===== src/dbol_pkg.sv =====
`default_nettype none

package dbol_pkg;

    // ------------------------------------------------------------
    // register map
    // ------------------------------------------------------------
    localparam logic [11:0] DBOL_LIMIT_OFFSET = 12'h97f;      // register index
    localparam logic [13:0] DBOL_LIMIT_ADDR = {DBOL_LIMIT_OFFSET, 2'b00};
    localparam logic [7:0] DBOL_LIMIT_RESET = 8'h00;
    localparam int DBOL_ENABLE_BIT = 7;
    localparam int DBOL_UNITS_MSB = 6;

    // ------------------------------------------------------------
    // timing
    // ------------------------------------------------------------
    localparam int DBOL_UNIT_CYCLES = 256;                     // clocks per limit unit
    localparam int DBOL_OVERHEAD_STATES = 2;                   // request to acknowledge
    localparam int DBOL_CLOCK_MHZ = 25;

    // bus owner encoding
    typedef enum logic [2:0] {
        DBOL_OWN_NONE,
        DBOL_OWN_DISPLAY,
        DBOL_OWN_REFRESH,
        DBOL_OWN_GENERAL,
        DBOL_OWN_CPU
    } dbol_owner_t;

endpackage : dbol_pkg

`default_nettype wire


===== src/dbol_regs_if.sv =====
`timescale 1ns/100ps
`default_nettype none

// ------------------------------------------------------------
// register contents passed from bus slave to arbiter
// ------------------------------------------------------------
interface dbol_regs_if;
    logic limit_timer_enable;
    logic [6:0] limit_time_units;
    modport slave (output limit_timer_enable, output limit_time_units);
    modport core (input limit_timer_enable, input limit_time_units);
endinterface : dbol_regs_if

`default_nettype wire


===== src/dbol_arbiter.sv =====
`timescale 1ns/100ps
`default_nettype none

module dbol_arbiter
    import dbol_pkg::*;
#(
    parameter int REFRESH_COUNT_W = 4,
    parameter int UNIT_CYCLES = DBOL_UNIT_CYCLES
)
(
    input wire logic i_clock,
    input wire logic i_sys_rst,
    // register bus
    input wire logic i_hsel,
    input wire logic [13:0] i_haddr,
    input wire logic [1:0] i_htrans,
    input wire logic i_hwrite,
    input wire logic [2:0] i_hsize,
    input wire logic [31:0] i_hwdata,
    input wire logic i_hready,
    output logic [31:0] o_hrdata,
    output logic o_hreadyout,
    output logic o_hresp,
    // display controller
    input wire logic i_line_sent,
    input wire logic i_display_busy,
    output logic o_display_fetch_dma_ack,
    // refresh
    input wire logic i_refresh_due,
    input wire logic i_refresh_done,
    output logic o_refresh_bus_cycle_ack,
    output logic [REFRESH_COUNT_W-1:0] o_refresh_pending,
    // general DMA
    input wire logic i_general_dma_transfer_req,
    output logic o_general_dma_transfer_ack,
    output logic o_general_dma_forced_end,
    // CPU
    input wire logic i_cpu_req,
    output logic o_cpu_ack
);

    localparam logic [15:0] UNIT_LAST = 16'(UNIT_CYCLES - 1);

    dbol_regs_if regs ();

    dbol_owner_t owner_r;
    dbol_owner_t owner_nxt;
    logic display_req_r;
    logic display_req_nxt;
    logic [REFRESH_COUNT_W-1:0] refresh_cnt_r;
    logic [REFRESH_COUNT_W-1:0] refresh_cnt_nxt;
    logic [1:0] gen_wait_r;
    logic [1:0] gen_wait_nxt;
    logic [15:0] sub_r;
    logic [15:0] sub_nxt;
    logic [6:0] units_r;
    logic [6:0] units_nxt;
    logic forced_r;
    logic forced_nxt;
    logic limit_hit;

    // ------------------------------------------------------------
    // register slave
    // ------------------------------------------------------------
    dbol_ahb_regs u_regs (
        .i_clock(i_clock),
        .i_sys_rst(i_sys_rst),
        .i_hsel(i_hsel),
        .i_haddr(i_haddr),
        .i_htrans(i_htrans),
        .i_hwrite(i_hwrite),
        .i_hsize(i_hsize),
        .i_hwdata(i_hwdata),
        .i_hready(i_hready),
        .o_hrdata(o_hrdata),
        .o_hreadyout(o_hreadyout),
        .o_hresp(o_hresp),
        .regs(regs.slave)
    );

    // ------------------------------------------------------------
    // occupancy limit compare
    // ------------------------------------------------------------
    // a zero limit is not legal; treated as never reached
    // hit on the last clock of the last unit, so a tenure lasts exactly units * UNIT_CYCLES clocks
    assign limit_hit = regs.limit_timer_enable && (regs.limit_time_units != 7'h00)
        && (sub_r == UNIT_LAST) && ((units_r + 7'h01) == regs.limit_time_units);

    // arbitration, refresh backlog, occupancy timer
    always_comb
    begin
        owner_nxt = owner_r;
        display_req_nxt = display_req_r;
        refresh_cnt_nxt = refresh_cnt_r;
        gen_wait_nxt = 2'b00;
        sub_nxt = 16'h0000;
        units_nxt = 7'h00;
        forced_nxt = forced_r && i_general_dma_transfer_req;
        if (i_line_sent)
            display_req_nxt = 1'b1;
        if (i_refresh_due && !(refresh_cnt_r == {REFRESH_COUNT_W{1'b1}}))
            refresh_cnt_nxt = refresh_cnt_r + 1'b1;
        if (owner_r == DBOL_OWN_REFRESH && i_refresh_done && !i_refresh_due)
            refresh_cnt_nxt = refresh_cnt_r - 1'b1;
        case (owner_r)
            DBOL_OWN_NONE:
            begin
                if (display_req_r)
                    owner_nxt = DBOL_OWN_DISPLAY;
                else if (refresh_cnt_r != '0)
                    owner_nxt = DBOL_OWN_REFRESH;
                else if (i_general_dma_transfer_req && !forced_r)
                begin
                    gen_wait_nxt = gen_wait_r + 2'b01;
                    if (gen_wait_r == 2'(DBOL_OVERHEAD_STATES - 1))
                        owner_nxt = DBOL_OWN_GENERAL;
                end
                else if (i_cpu_req)
                    owner_nxt = DBOL_OWN_CPU;
            end
            DBOL_OWN_DISPLAY:
            begin
                display_req_nxt = i_line_sent;
                if (!i_display_busy && !display_req_r)
                    owner_nxt = DBOL_OWN_NONE;
            end
            DBOL_OWN_REFRESH:
            begin
                if (i_refresh_done && refresh_cnt_r == REFRESH_COUNT_W'(1) && !i_refresh_due)
                    owner_nxt = DBOL_OWN_NONE;
            end
            DBOL_OWN_GENERAL:
            begin
                sub_nxt = (sub_r == UNIT_LAST) ? 16'h0000 : sub_r + 16'h0001;
                units_nxt = (sub_r == UNIT_LAST) ? units_r + 7'h01 : units_r;
                // display waits for release; only end of transfer or limit frees bus
                if (!i_general_dma_transfer_req)
                    owner_nxt = DBOL_OWN_NONE;
                else if (limit_hit)
                begin
                    owner_nxt = DBOL_OWN_NONE;
                    forced_nxt = 1'b1;
                end
            end
            DBOL_OWN_CPU:
            begin
                if (!i_cpu_req || display_req_r || refresh_cnt_r != '0
                    || i_general_dma_transfer_req)
                    owner_nxt = DBOL_OWN_NONE;
            end
            default:
                owner_nxt = DBOL_OWN_NONE;
        endcase
        if (owner_nxt != DBOL_OWN_GENERAL)
        begin
            sub_nxt = 16'h0000;
            units_nxt = 7'h00;
        end
        // a forced end lets the bus go one round before re-request
        if (owner_r != DBOL_OWN_GENERAL && owner_r != DBOL_OWN_NONE)
            forced_nxt = 1'b0;
        if (owner_r == DBOL_OWN_NONE && (display_req_r || refresh_cnt_r != '0 || i_cpu_req))
            forced_nxt = 1'b0;
    end

    always_ff @(posedge i_clock)
    begin
        if (i_sys_rst)
        begin
            owner_r <= DBOL_OWN_NONE;
            display_req_r <= 1'b0;
            refresh_cnt_r <= '0;
            gen_wait_r <= 2'b00;
            sub_r <= 16'h0000;
            units_r <= 7'h00;
            forced_r <= 1'b0;
        end
        else
        begin
            owner_r <= owner_nxt;
            display_req_r <= display_req_nxt;
            refresh_cnt_r <= refresh_cnt_nxt;
            gen_wait_r <= gen_wait_nxt;
            sub_r <= sub_nxt;
            units_r <= units_nxt;
            forced_r <= forced_nxt;
        end
    end

    // ------------------------------------------------------------
    // acknowledges
    // ------------------------------------------------------------
    assign o_display_fetch_dma_ack = (owner_r == DBOL_OWN_DISPLAY);
    assign o_refresh_bus_cycle_ack = (owner_r == DBOL_OWN_REFRESH);
    assign o_general_dma_transfer_ack = (owner_r == DBOL_OWN_GENERAL);
    assign o_cpu_ack = (owner_r == DBOL_OWN_CPU);
    assign o_general_dma_forced_end = forced_r;
    assign o_refresh_pending = refresh_cnt_r;

endmodule : dbol_arbiter

`default_nettype wire


===== src/dbol_ahb_regs.sv =====
`timescale 1ns/100ps
`default_nettype none

module dbol_ahb_regs
    import dbol_pkg::*;
(
    input wire logic i_clock,
    input wire logic i_sys_rst,
    input wire logic i_hsel,
    input wire logic [13:0] i_haddr,
    input wire logic [1:0] i_htrans,
    input wire logic i_hwrite,
    input wire logic [2:0] i_hsize,
    input wire logic [31:0] i_hwdata,
    input wire logic i_hready,
    output logic [31:0] o_hrdata,
    output logic o_hreadyout,
    output logic o_hresp,
    dbol_regs_if.slave regs
);

    logic [7:0] limit_r;
    logic [7:0] limit_nxt;
    logic wr_pend_r;
    logic wr_pend_nxt;
    logic [31:0] rdata_r;
    logic [31:0] rdata_nxt;
    logic hit;

    // ------------------------------------------------------------
    // address decode and register update
    // ------------------------------------------------------------
    assign hit = (i_haddr == DBOL_LIMIT_ADDR);

    // capture address phase, write in data phase, read data registered
    always_comb
    begin
        limit_nxt = limit_r;
        wr_pend_nxt = 1'b0;
        rdata_nxt = rdata_r;
        if (wr_pend_r)
            limit_nxt = i_hwdata[7:0];
        if (i_hsel && i_hready && i_htrans[1])
        begin
            wr_pend_nxt = i_hwrite && hit;
            rdata_nxt = (hit && !i_hwrite) ? {24'h000000, limit_r} : 32'h00000000;
            if (wr_pend_r && hit && !i_hwrite)
                rdata_nxt = {24'h000000, i_hwdata[7:0]};
        end
    end

    always_ff @(posedge i_clock)
    begin
        if (i_sys_rst)
        begin
            limit_r <= DBOL_LIMIT_RESET;
            wr_pend_r <= 1'b0;
            rdata_r <= 32'h00000000;
        end
        else
        begin
            limit_r <= limit_nxt;
            wr_pend_r <= wr_pend_nxt;
            rdata_r <= rdata_nxt;
        end
    end

    assign o_hrdata = rdata_r;
    assign o_hreadyout = 1'b1;                                 // zero wait states
    assign o_hresp = 1'b0;                                     // always OKAY
    assign regs.limit_timer_enable = limit_r[DBOL_ENABLE_BIT];
    assign regs.limit_time_units = limit_r[DBOL_UNITS_MSB:0];

endmodule : dbol_ahb_regs

`default_nettype wire


===== config.mk =====
export PLATFORM = sky130hd
export DESIGN_NAME = dbol_arbiter
export DESIGN_NICKNAME = d
export VERILOG_FILES = /design/src/dbol_pkg.sv /design/src/dbol_regs_if.sv /design/src/dbol_arbiter.sv /design/src/dbol_ahb_regs.sv
export SDC_FILE = /design/constraint.sdc
export NUM_CORES = 1
export LEC_CHECK = 0
export BUFFER_PORTS_ARGS = -buffer_cell sky130_fd_sc_hd__buf_2
export CAP_MARGIN = 25
export CORE_ASPECT_RATIO = 0.75
export CORE_MARGIN = 3
export CORE_UTILIZATION = 35
export DETAILED_ROUTE_END_ITERATION = 7
export SYNTH_ARGS = -nofsm -noshare
export SYNTH_HDL_FRONTEND = slang
export SYNTH_SLANG_ARGS = --single-unit

===== constraint.sdc =====
create_clock -name i_clock -period 1.99 [get_ports i_clock]
set_input_delay 0.2985 -clock i_clock [delete_from_list [all_inputs] [get_ports i_clock]]
set_output_delay 0.2985 -clock i_clock [all_outputs]
set_load 0.05 [all_outputs]

==> impl_metrics.py <==
metrics = {
    "finish": {
        "final_util_pct": 45.85,
        "area_delta_synth_final_pct": 23.38,
        "drive_above_1_share_pct": 27.03,
        "fillers": 685,
        "diodes": 0,
        "nets": 437,
    },
    "global_route": {
        "grt-ovfl-total": 0,
        "antenna_found_initial": 0,
        "grt_max_degree": 22,
        "grt_pass1_vias": 1992,
        "grt_pass1_wl_um": 9170,
        "grt_usage_pct": 13.19,
    },
    "worst_setup_path": {
        "critPathCaptureType": "flip-flop",
        "r2r-start": "sub_r[13]$_SDFF_PP0_",
        "criticalPathCategory": "reg2reg",
        "r2r_end": "units_r[5]$_SDFFE_PP0N_",
        "required_ns": 2.18,
        "cp_max_fo": 5,
        "cp-start-kind": "flip-flop",
        "r2r_slack_ns": -0.05,
        "cp.arrival_ns": 2.23,
        "worst_r2r_path_depth": 6,
    },
    "sta": {
        "period_needed_ns": 2.044,
        "rsz0062_at_grt": "yes",
        "setup_viol": 7,
        "finalCritPeriodShare_pct": 102.7,
        "hold_viol_final": 0,
        "final_max_slew_viol_count": 0,
        "fin_worst_skew_ns": 0.01230,
        "worst_slack_ns": -0.05389,
        "max_freq_mhz": 489.3,
    },
    "place": {
        "dpl.hpwl_um": 4430,
        "finalWeightedCongestion": 0.8019,
        "port-buffer-count": 50,
    },
    "die": {
        "num_rows": 26,
        "die_h_um": 80.81,
        "io_pins": 105,
        "dieArea_um2": 8544,
        "die_w_um": 105.7,
        "core_area_um2": 7027,
        "initial_utilization_pct": 37.16,
    },
    "yosys": {
        "yosysSeqAreaShare_pct": 39.10,
        "synth.area.mux_share_pct": 3.690,
        "async_reset_ff_share_pct": 0,
        "yosys-top-cells-area": "dfxtp_1, buf_4, xnor2_1",
        "yosys-top-cells-count": "dfxtp_1, nor2_1, buf_4",
        "synth_compound_area_share_pct": 6.708,
        "synth_top_family_by_area": "simple AND/OR/NAND/NOR gates",
        "synthSimpleGateAreaFrac_pct": 26.93,
        "synthAdderAreaFrac_pct": 2.875,
        "synthFlopType": "dfxtp_1",
        "yosysTopAreaCellShare_pct": 39.10,
        "synth_edf_count": 0,
        "ys_types": 42,
        "ys_ff_latch": 51,
        "synth_largest_area_cell": "dfxtp_1",
        "synth-xor-area-share_pct": 10.73,
        "synthMostInstantiatedCell": "dfxtp_1",
        "postSynthAreaPerCell_um2": 8.792,
        "syn_inst": 297,
        "yosysWarningCount": 0,
        "synthesis.area_um2": 2611,
    },
    "drt": {
        "drc": 0,
        "vias_per_cell": 4.596,
        "drt-total-wl_um": 5641,
        "dr_total_vias": 2151,
        "wire_per_inst_um": 12.05,
        "ant_nets": 0,
        "drt-pass1-iter-count": 4,
        "drtIter0Drc": 74,
    },
    "power_and_ir_drop": {
        "p_per_area_nw_per_um2": 697.8,
        "peakVddDrop_v": 0.0003527,
        "p_leak_nw": 1.338,
        "finalPower_mw": 2.248,
    },
    "clock_tree": {
        "cts_max_level": 2,
        "cts_root_buffer": "clkbuf_8",
        "hold_buffers": 0,
        "clockBufferDepth": 2,
        "cts_tree": "yes",
        "cts_sinks": 51,
        "cts_made_buffers": 5,
        "clk_pin_slew_worst_paths_ns": 0.09,
        "insertion_delay_ns": 0.30,
    },
    "job": {
        "maxCapViolCount": 0,
    },
    "outcome": {
        "status": "finished, violations left",
        "violations": "negative setup slack",
    },
    "min_path": {
        "hold-path-cell-count": 2,
        "min_to": "display_req_r$_SDFFE_PP0P_",
        "hp-class": "in2reg",
        "hold_path_startpoint": "i_line_sent",
    },
}
==> metal layers <==
layer / vias to the layer above / global-route usage (%) / share of wire (%)
li1: 1120 / - / -
met1: 969 / 19.52 / 53
met2: 60 / 19.08 / 40
met3: 2 / 2.780 / 6.2
met4: 0 / 4.269 / 0.76
met5: - / 0 / 0
==> worst max path at each step <==
| stage | start | end | slack [ns] | cells past startpoint |
|---|---|---|---|---|
| floorplan | sub_r[13]$_SDFF_PP0_ | owner_r[0]$_SDFF_PP0_ | -0.04 | 6 |
| global placement | sub_r[13]$_SDFF_PP0_ | owner_r[0]$_SDFF_PP0_ | -0.12 | 5 |
| detailed placement | sub_r[13]$_SDFF_PP0_ | owner_r[0]$_SDFF_PP0_ | -0.13 | 5 |
| CTS | sub_r[12]$_SDFF_PP0_ | units_r[4]$_SDFFE_PP0N_ | -0.09 | 6 |
| global route | sub_r[13]$_SDFF_PP0_ | units_r[4]$_SDFFE_PP0N_ | -0.13 | 6 |
| finish | sub_r[13]$_SDFF_PP0_ | units_r[5]$_SDFFE_PP0N_ | -0.05 | 6 |
==> flip-flops by register name, summed over array words and instances, names as in the netlist <==
signal	cells
sub_r	16
u_regs.limit_r	8
u_regs.o_hrdata	8
units_r	7
o_refresh_pending	4
owner_r	3
gen_wait_r	2
display_req_r	1
o_general_dma_forced_end	1
u_regs.wr_pend_r	1
==> repair_timing <==
item	CTS	global route
gates resized for setup	2	11
setup buffers	2	0
pin swaps	3	8
endpoints found under the setup margin	24	24
==> critical path: stages (launching register included) <==
cell	delay [ns]
dfxtp_2	0.33
or4_4	0.52
or4_4	0.52
a21o_4	0.23
nor3_4	0.14
buf_6	0.14
nor3_1	0.05
==> through the flow <==
stage | std cells | worst slack [ns] | setup TNS, ns | hold WS (ns) | area, um2
2_1_floorplan | 321 | -0.04402 | -0.1317 | 0.4080 | 2711
3_3_place_gp | 458 | -0.1167 | -0.6879 | 0.4199 | 3019
3_5_place_dp | 458 | -0.1262 | -0.8804 | 0.4260 | 3019
4_1_cts | 468 | -0.08712 | -0.5028 | 0.2205 | 3174
5_1_grt | 468 | -0.1318 | -1.353 | 0.2327 | 3222
6_report | 468 | -0.05389 | -0.2933 | 0.2258 | 3222
==> kinds of logic (layout without fill, tap and decap cells) <==
kind of cell	count (synthesis)	after routing
other	2	26
xor gates and xnor gates	32	32
AOI/OAI and AO/OA	24	24
and+or+nand+nor	134	134
buffers and inverters	39	88
DFF	51	51
adders and majority gates	6	6
muxes	9	9
==> power breakdown <==
group / total, mW / internal [mW] / switching (mW) / leakage [nW]
sequential: 1.07 / 1.04 / 0.0297 / 0.413
combinational: 0.343 / 0.0887 / 0.254 / 0.860
clock: 0.837 / 0.503 / 0.335 / 0.0654
==> layout by cell type (no fill, tap or decap), drive strengths merged <==
cell type	count
mux2	5
dfxtp	51
a21oi	4
ha	6
nand3b	2
o31ai	1
nand2	14
a211o	1
nor4b	2
nand3	19
or4	3
o21a	3
xor2	13
or3	2
a32o	1
a21boi	1
bufinv	2
nor3b	2
nor2	41
nor4	9
or3b	1
inv	6
nor2b	2
conb	26
a22oi	6
o22ai	3
clkbuf	6
o21ai	1
and3	5
a211oi	1
mux2i	4
xnor2	19
nor3	19
nor4bb	2
and2	7
buf	74
a21o	2
nand4	4
==> final cells by class <==
| cell class | instances | area, um2 | area share (%) |
|---|---|---|---|
| Sequential cell | 51 | 1022 | 31.73 |
| Clock buffer | 6 | 72.57 | 2.252 |
| Inverter | 6 | 22.52 | 0.6990 |
| Tap cell | 98 | 122.6 | 3.806 |
| Timing Repair Buffer | 74 | 445.4 | 13.83 |
| Multi-Input combinational cell | 231 | 1476 | 45.83 |
| Clock inverter | 2 | 60.06 | 1.864 |
(Power assumes the default switching activity.)
